**src/shared/llc_defs.vh**
```
// register map, field layout, reset values and bus codes for the loop control slice
`ifndef LLC_DEFS_VH
`define LLC_DEFS_VH

// ----------------------------------------------------------------------
// register indexes (byte address = index * 4)
// ----------------------------------------------------------------------
`define LLC_IDX_MULT      16'hF000
`define LLC_IDX_PRESCALE  16'hF001
`define LLC_IDX_SOURCE    16'hF002
`define LLC_IDX_RUN       16'hF003
`define LLC_IDX_LOCK      16'hF004
`define LLC_IDX_AUX       16'hF005
`define LLC_IDX_IRQ_STAT  16'hF00E
`define LLC_IDX_IRQ_MASK  16'hF00F

// ----------------------------------------------------------------------
// decoded register selectors
// ----------------------------------------------------------------------
`define LLC_SEL_NONE      4'h0
`define LLC_SEL_MULT      4'h1
`define LLC_SEL_PRESCALE  4'h2
`define LLC_SEL_SOURCE    4'h3
`define LLC_SEL_RUN       4'h4
`define LLC_SEL_LOCK      4'h5
`define LLC_SEL_AUX       4'h6
`define LLC_SEL_IRQ_STAT  4'h7
`define LLC_SEL_IRQ_MASK  4'h8

// ----------------------------------------------------------------------
// field widths and reset values
// ----------------------------------------------------------------------
`define LLC_MULT_W        7
`define LLC_MULT_RST      7'h60
`define LLC_PRE_RST       2'h0
`define LLC_AUX_RST       3'h0
`define LLC_AUX_EN_BIT    0
`define LLC_AUX_RATE_LSB  1
`define LLC_IRQ_W         2
`define LLC_IRQ_GAIN_BIT  0
`define LLC_IRQ_LOSS_BIT  1

// ----------------------------------------------------------------------
// bus answers
// ----------------------------------------------------------------------
`define LLC_RESP_OKAY     2'h0
`define LLC_RESP_SLVERR   2'h2

`endif

```
**src/core/llc_loop_ctrl.v**
```verilog
// loop enable, lock flag and auxiliary clock output control with an AXI4-Lite slave
//
// Notes on behaviour
// - no lock acquisition while run request clear
// - run request clear keeps dependent clocks idle
// - settings applied only on run rising edge
// - lock flag read-only bit zero, rest zero
// - lock needs stable input, valid config, run
// - rate field doubles output per code step
// - code zero gives prescaled reference rate (code: ref_clk over 2*AUX_HALF, prescale not applied)
// - drive enable one drives pin, else tristated
// - run, lock, output config reset to zero
// - prescale divides master clock by 1,2,4,8
// - source bit: zero direct, one loop
// - seven-bit multiplier, reset value 0x60
`include "llc_defs.vh"
`default_nettype none

module llc_loop_ctrl #(
   parameter ADDR_W     = 18,
   parameter LOCK_TICKS = 64,
   parameter GAP_LIMIT  = 255,
   parameter AUX_HALF   = 16
) (
   // clock and reset
   input  wire        ref_clk,
   input  wire        rst,
   // write address channel
   input  wire [ADDR_W-1:0] s_axi_awaddr,
   input  wire        s_axi_awvalid,
   output reg         s_axi_awready,
   // write data channel
   input  wire [31:0] s_axi_wdata,
   input  wire [3:0]  s_axi_wstrb,
   input  wire        s_axi_wvalid,
   output reg         s_axi_wready,
   // write response channel
   output reg  [1:0]  s_axi_bresp,
   output reg         s_axi_bvalid,
   input  wire        s_axi_bready,
   // read address channel
   input  wire [ADDR_W-1:0] s_axi_araddr,
   input  wire        s_axi_arvalid,
   output reg         s_axi_arready,
   // read data channel
   output reg  [31:0] s_axi_rdata,
   output reg  [1:0]  s_axi_rresp,
   output reg         s_axi_rvalid,
   input  wire        s_axi_rready,
   // master clock, sampled as a synchronous level
   input  wire        master_clock_input_pin,
   // auxiliary clock pin, oe low while driving
   output reg         aux_clock_pin,
   output reg         aux_clock_oe_n,
   // loop state towards the clock generators
   output reg         loop_running,
   output reg         loop_locked,
   output reg         core_source_select,
   output reg  [6:0]  active_multiplier,
   output reg  [1:0]  active_prescale,
   // interrupt
   output reg         irq
);

   // ----------------------------------------------------------------------
   // address decode, shared by the read and write paths
   // ----------------------------------------------------------------------
   function [3:0] reg_sel;
      input [ADDR_W-1:0] addr;
      reg   [15:0]       idx;
      begin
         idx = addr[ADDR_W-1:2];
         if (addr[1:0] != 2'h0) reg_sel = `LLC_SEL_NONE;
         else case (idx)
            `LLC_IDX_MULT:     reg_sel = `LLC_SEL_MULT;
            `LLC_IDX_PRESCALE: reg_sel = `LLC_SEL_PRESCALE;
            `LLC_IDX_SOURCE:   reg_sel = `LLC_SEL_SOURCE;
            `LLC_IDX_RUN:      reg_sel = `LLC_SEL_RUN;
            `LLC_IDX_LOCK:     reg_sel = `LLC_SEL_LOCK;
            `LLC_IDX_AUX:      reg_sel = `LLC_SEL_AUX;
            `LLC_IDX_IRQ_STAT: reg_sel = `LLC_SEL_IRQ_STAT;
            `LLC_IDX_IRQ_MASK: reg_sel = `LLC_SEL_IRQ_MASK;
            default:           reg_sel = `LLC_SEL_NONE;
         endcase
      end
   endfunction

   // ----------------------------------------------------------------------
   // staged (software-written) settings and held write request
   // ----------------------------------------------------------------------
   reg [6:0]              stage_mult;
   reg [1:0]              stage_pre;
   reg                    stage_src;
   reg [2:0]              stage_aux;
   reg                    run_req;
   reg [2:0]              active_aux;
   reg [`LLC_IRQ_W-1:0]   irq_stat;
   reg [`LLC_IRQ_W-1:0]   irq_mask;
   reg [ADDR_W-1:0]       wr_addr;
   reg [31:0]             wr_data;
   reg                    wr_strb0;
   reg                    aw_held;
   reg                    w_held;

   wire       aw_take = s_axi_awvalid & s_axi_awready;
   wire       w_take  = s_axi_wvalid & s_axi_wready;
   wire       ar_take = s_axi_arvalid & s_axi_arready;
   wire       wr_go   = aw_held & w_held & ~s_axi_bvalid;
   wire [3:0] wr_sel  = reg_sel(wr_addr);
   wire [3:0] rd_sel  = reg_sel(s_axi_araddr);
   // only the low byte lane carries defined bits
   wire       wr_en   = wr_go & wr_strb0;
   wire       run_rise = wr_en & (wr_sel == `LLC_SEL_RUN) & wr_data[0] & ~run_req;
   wire       run_fall = wr_en & (wr_sel == `LLC_SEL_RUN) & ~wr_data[0];

   // ----------------------------------------------------------------------
   // write channels: address and data taken in either order
   // ----------------------------------------------------------------------
   always @(posedge ref_clk or posedge rst) begin
      if (rst) begin
         s_axi_awready <= 1'b1;
         s_axi_wready  <= 1'b1;
         s_axi_bvalid  <= 1'b0;
         s_axi_bresp   <= `LLC_RESP_OKAY;
         aw_held       <= 1'b0;
         w_held        <= 1'b0;
         wr_addr       <= {ADDR_W{1'b0}};
         wr_data       <= 32'h00000000;
         wr_strb0      <= 1'b0;
      end else begin
         if (aw_take) begin
            wr_addr       <= s_axi_awaddr;
            aw_held       <= 1'b1;
            s_axi_awready <= 1'b0;
         end
         if (w_take) begin
            wr_data      <= s_axi_wdata;
            wr_strb0     <= s_axi_wstrb[0];
            w_held       <= 1'b1;
            s_axi_wready <= 1'b0;
         end
         if (wr_go) begin
            aw_held      <= 1'b0;
            w_held       <= 1'b0;
            s_axi_bvalid <= 1'b1;
            // the lock flag is read-only, so a write to it is refused
            s_axi_bresp  <= (wr_sel == `LLC_SEL_NONE || wr_sel == `LLC_SEL_LOCK) ?
                            `LLC_RESP_SLVERR : `LLC_RESP_OKAY;
         end
         if (s_axi_bvalid & s_axi_bready) begin
            s_axi_bvalid  <= 1'b0;
            s_axi_awready <= 1'b1;
            s_axi_wready  <= 1'b1;
         end
      end
   end

   // ----------------------------------------------------------------------
   // register storage; run rising edge copies staged values to active
   // ----------------------------------------------------------------------
   always @(posedge ref_clk or posedge rst) begin
      if (rst) begin
         stage_mult         <= `LLC_MULT_RST;
         stage_pre          <= `LLC_PRE_RST;
         stage_src          <= 1'b0;
         stage_aux          <= `LLC_AUX_RST;
         run_req            <= 1'b0;
         irq_mask           <= {`LLC_IRQ_W{1'b0}};
         active_multiplier  <= `LLC_MULT_RST;
         active_prescale    <= `LLC_PRE_RST;
         core_source_select <= 1'b0;
         active_aux         <= `LLC_AUX_RST;
         loop_running       <= 1'b0;
      end else begin
         if (wr_en) begin
            case (wr_sel)
               `LLC_SEL_MULT:     stage_mult <= wr_data[`LLC_MULT_W-1:0];
               `LLC_SEL_PRESCALE: stage_pre  <= wr_data[1:0];
               `LLC_SEL_SOURCE:   stage_src  <= wr_data[0];
               `LLC_SEL_RUN:      run_req    <= wr_data[0];
               `LLC_SEL_AUX:      stage_aux  <= wr_data[2:0];
               `LLC_SEL_IRQ_MASK: irq_mask   <= wr_data[`LLC_IRQ_W-1:0];
               default:           irq_mask   <= irq_mask;
            endcase
         end
         // staged values only take effect here; earlier writes stay inert
         if (run_rise) begin
            active_multiplier  <= stage_mult;
            active_prescale    <= stage_pre;
            core_source_select <= stage_src;
            active_aux         <= stage_aux;
         end
         loop_running <= run_rise ? 1'b1 : (run_fall ? 1'b0 : loop_running);
      end
   end

   // ----------------------------------------------------------------------
   // input prescaler on master clock rising edges
   // ----------------------------------------------------------------------
   reg        mclk_q;
   reg  [2:0] pre_cnt;
   reg        loop_tick;
   wire       mclk_rise = master_clock_input_pin & ~mclk_q;
   // divide ratio 2^code: all-ones of the low bits marks a tick
   wire [2:0] pre_mask  = (3'h1 << active_prescale) - 3'h1;

   always @(posedge ref_clk or posedge rst) begin
      if (rst) begin
         mclk_q    <= 1'b0;
         pre_cnt   <= 3'h0;
         loop_tick <= 1'b0;
      end else begin
         mclk_q    <= master_clock_input_pin;
         loop_tick <= 1'b0;
         if (!loop_running) begin
            pre_cnt <= 3'h0;
         end else if (mclk_rise) begin
            pre_cnt   <= (pre_cnt & pre_mask) == pre_mask ? 3'h0 : pre_cnt + 3'h1;
            loop_tick <= (pre_cnt & pre_mask) == pre_mask;
         end
      end
   end

   // ----------------------------------------------------------------------
   // lock acquisition: enough ticks with no long gap, valid multiplier
   // ----------------------------------------------------------------------
   reg  [15:0] acq_cnt;
   reg  [15:0] gap_cnt;
   wire        cfg_ok    = active_multiplier != {`LLC_MULT_W{1'b0}};
   wire        gap_over  = gap_cnt >= GAP_LIMIT[15:0];
   wire        acquiring = loop_running & cfg_ok & ~gap_over;
   wire        next_lock = acquiring & (acq_cnt >= LOCK_TICKS[15:0]);

   always @(posedge ref_clk or posedge rst) begin
      if (rst) begin
         acq_cnt     <= 16'h0000;
         gap_cnt     <= 16'h0000;
         loop_locked <= 1'b0;
      end else begin
         if (!loop_running) begin
            gap_cnt <= 16'h0000;
         end else if (loop_tick) begin
            gap_cnt <= 16'h0000;
         end else if (!gap_over) begin
            gap_cnt <= gap_cnt + 16'h0001;
         end
         // any loss of input or run restarts the settling count
         if (!acquiring) begin
            acq_cnt <= 16'h0000;
         end else if (loop_tick && acq_cnt < LOCK_TICKS[15:0]) begin
            acq_cnt <= acq_cnt + 16'h0001;
         end
         loop_locked <= next_lock;
      end
   end

   // ----------------------------------------------------------------------
   // auxiliary clock: base half period shortened by 2^rate
   // ----------------------------------------------------------------------
   reg  [15:0] aux_cnt;
   wire [1:0]  aux_rate  = active_aux[`LLC_AUX_RATE_LSB+1:`LLC_AUX_RATE_LSB];
   wire [15:0] aux_half0 = AUX_HALF[15:0] >> aux_rate;
   wire [15:0] aux_half  = (aux_half0 == 16'h0000) ? 16'h0001 : aux_half0;
   wire        aux_drive = active_aux[`LLC_AUX_EN_BIT];

   always @(posedge ref_clk or posedge rst) begin
      if (rst) begin
         aux_cnt        <= 16'h0000;
         aux_clock_pin  <= 1'b0;
         aux_clock_oe_n <= 1'b1;
      end else begin
         aux_clock_oe_n <= ~aux_drive;
         // the copy only runs from a locked loop; otherwise the pin idles low
         if (!loop_locked || !aux_drive) begin
            aux_cnt       <= 16'h0000;
            aux_clock_pin <= 1'b0;
         end else if (aux_cnt + 16'h0001 >= aux_half) begin
            aux_cnt       <= 16'h0000;
            aux_clock_pin <= ~aux_clock_pin;
         end else begin
            aux_cnt <= aux_cnt + 16'h0001;
         end
      end
   end

   // ----------------------------------------------------------------------
   // interrupt status: lock gained and lock lost, cleared by read
   // ----------------------------------------------------------------------
   wire [`LLC_IRQ_W-1:0] irq_evt = {loop_locked & ~next_lock, ~loop_locked & next_lock};
   wire                  stat_rd = ar_take & (rd_sel == `LLC_SEL_IRQ_STAT);

   always @(posedge ref_clk or posedge rst) begin
      if (rst) begin
         irq_stat <= {`LLC_IRQ_W{1'b0}};
         irq      <= 1'b0;
      end else begin
         // a new event in the clearing cycle survives
         irq_stat <= (stat_rd ? {`LLC_IRQ_W{1'b0}} : irq_stat) | irq_evt;
         irq      <= |(((stat_rd ? {`LLC_IRQ_W{1'b0}} : irq_stat) | irq_evt) & irq_mask);
      end
   end

   // ----------------------------------------------------------------------
   // read channel: one-cycle answer, reserved bits read zero
   // ----------------------------------------------------------------------
   always @(posedge ref_clk or posedge rst) begin
      if (rst) begin
         s_axi_arready <= 1'b1;
         s_axi_rvalid  <= 1'b0;
         s_axi_rdata   <= 32'h00000000;
         s_axi_rresp   <= `LLC_RESP_OKAY;
      end else begin
         if (ar_take) begin
            s_axi_arready <= 1'b0;
            s_axi_rvalid  <= 1'b1;
            s_axi_rresp   <= (rd_sel == `LLC_SEL_NONE) ? `LLC_RESP_SLVERR : `LLC_RESP_OKAY;
            case (rd_sel)
               `LLC_SEL_MULT:     s_axi_rdata <= {25'h0, stage_mult};
               `LLC_SEL_PRESCALE: s_axi_rdata <= {30'h0, stage_pre};
               `LLC_SEL_SOURCE:   s_axi_rdata <= {31'h0, stage_src};
               `LLC_SEL_RUN:      s_axi_rdata <= {31'h0, run_req};
               `LLC_SEL_LOCK:     s_axi_rdata <= {31'h0, loop_locked};
               `LLC_SEL_AUX:      s_axi_rdata <= {29'h0, stage_aux};
               `LLC_SEL_IRQ_STAT: s_axi_rdata <= {30'h0, irq_stat};
               `LLC_SEL_IRQ_MASK: s_axi_rdata <= {30'h0, irq_mask};
               default:           s_axi_rdata <= 32'h00000000;
            endcase
         end
         if (s_axi_rvalid & s_axi_rready) begin
            s_axi_rvalid  <= 1'b0;
            s_axi_arready <= 1'b1;
         end
      end
   end

endmodule

`default_nettype wire

```
**config.mk**
```make
export PLATFORM = sky130hd
export DESIGN_NAME = llc_loop_ctrl
export DESIGN_NICKNAME = d
export VERILOG_FILES = /design/src/core/llc_loop_ctrl.v
export VERILOG_INCLUDE_DIRS = /design/src /design/src/shared
export SDC_FILE = /design/constraint.sdc
export NUM_CORES = 1
export LEC_CHECK = 0
export BUFFER_PORTS_ARGS = -buffer_cell sky130_fd_sc_hd__buf_2
export CAP_MARGIN = 10
export CELL_PAD_IN_SITES_DETAIL_PLACEMENT = 0
export CELL_PAD_IN_SITES_GLOBAL_PLACEMENT = 1
export CORE_MARGIN = 3
export CORE_UTILIZATION = 43
export DETAILED_ROUTE_END_ITERATION = 10
export GPL_TIMING_DRIVEN = 0
export HOLD_SLACK_MARGIN = 0.1
export PLACE_DENSITY = 0.84
export SLEW_MARGIN = 20
export SYNTH_ARGS = -nofsm -noshare
export SYNTH_HDL_FRONTEND = slang
export SYNTH_SLANG_ARGS = --single-unit
```
**constraint.sdc**
```tcl
create_clock -name ref_clk -period 4.85 [get_ports ref_clk]
set_clock_uncertainty 0.2 [all_clocks]
set_input_delay 0.2425 -clock ref_clk [delete_from_list [all_inputs] [get_ports ref_clk]]
set_output_delay 0.2425 -clock ref_clk [all_outputs]
set_load 0.05 [all_outputs]
```
### After elaboration in Yosys (flattened, before gate mapping)

Cells that the tools add are included.

| operators by class | value |
|---|---|
| mux-type cells | 39 |
| shift-type cells | 2 |
| reductions and logical operators | 26 |
| eq/ne operators | 35 |
| order comparisons | 4 |
| add/subtract/negate cells | 5 |
| bitwise operators | 31 |

Operators by type and width:

| operator | number |
|---|---|
| equality test 16 bit (second input constant) | 16 |
| two-way mux 16 bit | 8 |
| one-hot mux 4 bit (8 select lines) | 2 |
| one-hot mux 7 bit (8 select lines) | 1 |
| adder 16 x 1 -> 16 bit (second input constant) | 3 |
| equality test 4 x 3 -> 1 bit (second input constant) | 7 |
| two-way mux 1 bit | 20 |
| nonzero test 2 bit | 10 |
| AND 1 bit | 19 |
| equality test 4 x 2 -> 1 bit (second input constant) | 4 |
| >= comparator 16 bit | 1 |
| >= comparator 16 x 7 -> 1 bit (second input constant) | 1 |
| >= comparator 16 x 8 -> 1 bit (second input constant) | 1 |
| logical NOT 16 bit | 1 |
| less-than comparator 16 x 7 -> 1 bit (second input constant) | 1 |
| >> shifter 5 x 2 -> 16 bit (first input constant) | 1 |
| AND reduction 2 bit | 6 |
| two-way mux 3 bit | 3 |
| NOT 1 bit | 9 |
| equality test 4 x 1 -> 1 bit (second input constant) | 2 |
| equality test 4 bit (second input constant) | 2 |
| logical NOT 4 bit | 2 |
| two-way mux 4 bit | 2 |
| nonzero test 7 bit | 1 |
| other kinds (14) | 19 |

| storage, ports and cells | value |
|---|---|
| input bits | 80 |
| register bits | 158 |
| word-level logic and storage cells | 177 |
| output and inout bits | 56 |

### Longest topological paths before layout

| logic depth | value |
|---|---|
| depth after elaboration | 9 |
| mapped depth | 10 |
| mapped depth without buffers | 9 |

### Worst setup path before layout

No wires, ideal clock.

| path | value |
|---|---|
| path kind | register to register |
| start | reg wr_addr[6] |
| end | reg active_aux[0] |
| arrival | 2.525 ns |
| clock period less this slack | 2.850 ns |
| required time | 4.525 ns |
| path slack | 2.000 ns |
| path buffers | 2 |
| library setup time | 0.125 ns |
| stages on the path, launching flop included | 9 |
| path through | dfrtp_1 or4_4 nor4_4 nor4b_4 nand3_2 or3b_1 buf_6 buf_12 mux2_4 |

| on the way | value |
|---|---|
| word-level cells in the longest chain between the ends | 7 |
| elaborated cells on any way between the ends | 14 |
| those cells by class | eq/ne (9); mux (2); bitwise (3) |

Ends and longest elaborated chain:

| what | line | text |
|---|---|---|
| start: declaration | llc_loop_ctrl.v:99 | `reg [ADDR_W-1:0] wr_addr;` |
| start signal: assignment | llc_loop_ctrl.v:127 | `wr_addr <= {ADDR_W{1'b0}};` |
| start signal: assignment | llc_loop_ctrl.v:132 | `wr_addr <= s_axi_awaddr;` |
| equality test 16 bit | llc_loop_ctrl.v:74 | `else case (idx)` |
| one-hot mux 4 bit (8 select lines) * | llc_loop_ctrl.v:74 |  |
| two-way mux 4 bit * | llc_loop_ctrl.v:73 | `` if (addr[1:0] != 2'h0) reg_sel = `LLC_SEL_NONE; `` |
| equality test 4 x 3 -> 1 bit * | -- |  |
| AND 1 bit * (3 in series) | llc_loop_ctrl.v:113 | `` wire run_rise = wr_en & (wr_sel == `LLC_SEL_RUN) & wr_data[0] & ~run_req; `` |
| end signal: assignment | llc_loop_ctrl.v:172 | `` active_aux <= `LLC_AUX_RST; `` |
| end signal: assignment | llc_loop_ctrl.v:191 | `active_aux <= stage_aux;` |
| end: declaration | llc_loop_ctrl.v:96 | `reg [2:0] active_aux;` |

Every way passes the cells marked *; elsewhere a longest branch is shown, timed or not.
A chain may end at the register's enable or synchronous reset.

### Worst setup path in the final report

| path | value |
|---|---|
| start | reg aux_cnt[0] |
| end | reg aux_cnt[4] |

| on the way | value |
|---|---|
| word-level cells in the longest chain between the ends | 4 |

Ends and longest elaborated chain:

| what | line | text |
|---|---|---|
| start: declaration | llc_loop_ctrl.v:260 | `reg [15:0] aux_cnt;` |
| start signal: assignment | llc_loop_ctrl.v:281 | `aux_cnt <= aux_cnt + 16'h0001;` |
| adder 16 x 1 -> 16 bit * | llc_loop_ctrl.v:277, llc_loop_ctrl.v:281 |  |
| >= comparator 16 bit | llc_loop_ctrl.v:277 | `end else if (aux_cnt + 16'h0001 >= aux_half) begin` |
| two-way mux 16 bit * | llc_loop_ctrl.v:277 |  |
| two-way mux 16 bit * | llc_loop_ctrl.v:274 | `if (!loop_locked \|\| !aux_drive) begin` |

Marked as above.

==> impl_summary.txt <==
----------------------------------------------------
[Worst setup path]
  Critical path class ... reg -> reg
  CP Max Fanout ... 7
  Worst setup EP type ... flop
  Crit Reg-Reg Startpoint ... aux_cnt[0]$_DFF_PP0_
  CP arrival ... 3.29 ns
  Worst R2R End ... aux_cnt[4]$_DFF_PP0_
  Critical path startpoint category ... flop
  Internal reg-to-reg setup slack ... 1.70 ns
  Required time of the worst setup path ... 4.99 ns
  Number of cells on the worst reg-to-reg path ... 9

[Global routing]
  Pin count of the biggest net entering global routing ... 77
  Initial antenna violation count ... 0
  Global router's overall resource usage ... 16.6%
  Grt ovf ... 0
  Via count of the first global-routing pass ... 4282
  Wire length of the first global-routing pass ... 19800 um

[Synthesis]
  Largest area contributor in the netlist ... dfrtp_1
  Proportion of netlist area held by the largest area contributor ... 51.4%
  Main area contributors after synthesis ... dfrtp_1 (51%), mux2_2 (8.8%), dfstp_2 (3.5%), buf_4 (3.4%), mux2_4 (2.5%)
  Sequential-to-total area share from yosys stat ... 54.9%
  Prevailing post-synth register cell ... dfrtp_1
  Number of warnings issued by yosys ... 0
  Area of the mapped netlist ... 5980 sq um
  Post-synth EDFFs ... 0
  Async set-or-reset flop fraction in the synthesized netlist ... 100%
  Post-synthesis instance total ... 499
  Post-synthesis area per instance ... 12.0 sq um
  Seq cells post-synth ... 131
  Post-synthesis cell type count ... 63

[CTS]
  Clock tree from TritonCTS ... yes
  CTS HTree Levels ... 4
  CTS resizes ... 0
  Clock insertion delay at the later pin of the skew report ... 0.42 ns
  CTS sink count ... 131
  Master cell of the clock root buffer ... clkbuf_16
  Clk slew on worst S/H paths ... 0.05 ns
  Total CTS buffers ... 17
  Number of post-CTS setup repair buffers ... 0
  Worst-case clock buffer depth ... 2
  Number of buffers inserted by hold repair at cts ... 41

[Power and ir drop]
  Sw Pwr ... 760 uW
  Flop pwr share ... 44.3%
  Static leakage power ... 0.00375 uW
  Internal power ... 2270 uW
  Share of power burned in the clock network ... 43.0%
  PwrDens ... 388 nW/um^2
  Sw Share ... 25.1%
  Largest vdd supply drop ... 362 uV
  Final total power ... 3030 uW
  Combinational group share of total power ... 12.7%

[Cells and area]
  Number of inserted diodes ... 0
  Leading cell type in the layout, fill and taps excluded ... dfrtp_1
  Share of post-route cells with drive strength above 1 ... 31.2%
  P&R area growth vs syn ... 30.3%
  Commonest non-fill, non-tap cells in the layout ... dfrtp_1 (123), buf_2 (81), mux2_2 (47)
  Final cell count without fillers ... 866
  Final net count ... 767

[Detailed routing]
  Highest routing layer actually used ... met4
  Wirelength per Cell ... 14.0 um
  DR vias ... 4254
  Met1 Routed Length ... 5160 um
  Via density per instance ... 4.91
  Total detailed-routing wirelength ... 12100 um
  Number of remaining DRC errors ... 0
  Drt first pass iters ... 4
  Detailed-routed wire length on met2 ... 6100 um
  Iter 0 DRT Violations ... 219
  Antenna violation net count after detailed routing ... 0
  DR WL met3 ... 620 um

[Floorplanning]
  Core area ... 13400 sq um
  Number of placement rows ... 42
  I/O pin count ... 136
  Die area ... 15400 sq um
  Vertical die dimension ... 124 um
  Width of the chip ... 124 um
  Effective utilization at floorplan ... 44.7%

[Timing]
  Worst hold margin ... 0.141 ns
  Number of failing hold endpoints at the final stage ... 0
  Maximum clock rate ... 0.317 GHz
  Pin slew with the least headroom to its limit ... 1.01 ns
  Worst max-slew margin expressed relative to the limit ... 32.4%
  RSZ-0062 raised after global routing ... no
  Setup TNS ... 0 ns
  Number of failing setup endpoints in the final timing report ... 0
  Share of the cycle needed by the critical path after routing ... 65.0%
  Final max-slew violation count ... 0
  Period minus WS final ... 3.15 ns

[Place]
  Placer's final routability congestion estimate ... 0.790
  Dpl hpwl ... 8390 um
  I/O Buffers ... 79
  Total instance count after detailed placement ... 793

[Min path]
  Startpoint of the most critical hold path ... s_axi_araddr[11]
  Type of the worst min-delay path ... in -> reg
  Depth of the worst hold-timing path ... 6
  Hold endpoint ... s_axi_rdata[2]$_DFFE_PP0P_

[Outcome]
  Result of the run ... complete, no violations

[Flow run]
  Count of max-cap constraint violations ... 0

----------------------------------------------------
## synth_stat cells (10+ instances only)
cell	instances
dfrtp_1	123
mux2_2	47
nor2_1	30
nand2_1	29
buf_4	27
and2_1	18
nand3_1	15
inv_1	14
o21ai_0	13
xor2_1	12
nand4_1	11
ha_1	10
mux2_4	10
## power by group through the flow
stage               Combinational, uW  Sequential (uW)  Clock [uW]
global route                      418             1360        1380
detailed placement                351             1360           0
finish                            384             1340        1300
global placement                  334             1350           0
CTS                               381             1340        1320
floorplan                         260             1350           0
## cell type report
| class | count | area [sq um] |
|---|---|---|
| Buffer | 37 | 267 |
| Clock buffer | 24 | 482 |
| Clock inverter | 8 | 128 |
| Fill cell | 1093 | 5610 |
| Inverter | 14 | 57.6 |
| Multi-Input combinational cell | 355 | 2520 |
| Sequential cell | 131 | 3290 |
| Tap cell | 176 | 220 |
| Timing Repair Buffer | 121 | 833 |
## worst max path at each step
stage,slack (ns),start,endpoint
after floorplan,0.92,rst,acq_cnt[0]$_DFFE_PP0P_
final,1.70,aux_cnt[0]$_DFF_PP0_,aux_cnt[4]$_DFF_PP0_
after global routing,1.45,aux_cnt[0]$_DFF_PP0_,aux_cnt[4]$_DFF_PP0_
after detailed placement,1.69,aux_cnt[0]$_DFF_PP0_,aux_cnt[4]$_DFF_PP0_
after global placement,-0.34,rst,aux_cnt[5]$_DFF_PP0_
after CTS,1.66,aux_cnt[0]$_DFF_PP0_,aux_cnt[4]$_DFF_PP0_
## routing by layer
metal	GRT usage [%]	vias up
li1	-	2077
met2	27.2	95
met4	5.95	0
met5	0	-
met1	20.4	2063
met3	5.77	19
## cells by family (layout without fill, tap and decap cells)
kind of cell    Yosys count  count (layout)  synth area share [%]
compound gates           59              59                  6.90
xor+xnor                 17              17                  2.49
fa+ha+maj                10              10                  2.09
buf+inv                  51             204                  5.33
flops                   131             131                  54.9
mux                      61              61                  12.0
other cells               1              39                0.0627
simple gates            169             169                  16.2
## through the flow
step	area, sq um	util (%)	setup slack, ns
finish	7790	58.2	1.70
global route	7790	58.2	1.45
CTS	7790	58.2	1.66
detailed placement	6780	50.6	1.69
global placement	6740	50.3	-0.335
floorplan	6130	-	0.923
## registers in the layout, indices dropped and copies added (netlist names), 2 cells and up
signal and count:
stage_pre 2, s_axi_rdata 7, active_multiplier 7, stage_mult 7, wr_addr 18, stage_aux 3, irq_stat 2, active_aux 3
irq_mask 2, gap_cnt 16, active_prescale 2, acq_cnt 16, aux_cnt 16, wr_data 7, pre_cnt 3
## critical path, cell delays in order, from the launching register on
cell and delay, ns:
dfrtp_1 0.47, ha_1 0.18, clkbuf_1 0.27, xor2_1 0.14
ha_1 0.23, a2111oi_0 0.33, nor3_1 0.12, a2111o_1 0.39
or4_1 0.60, nor2b_1 0.14
Note: power is estimated with default switching activity, not from simulation.
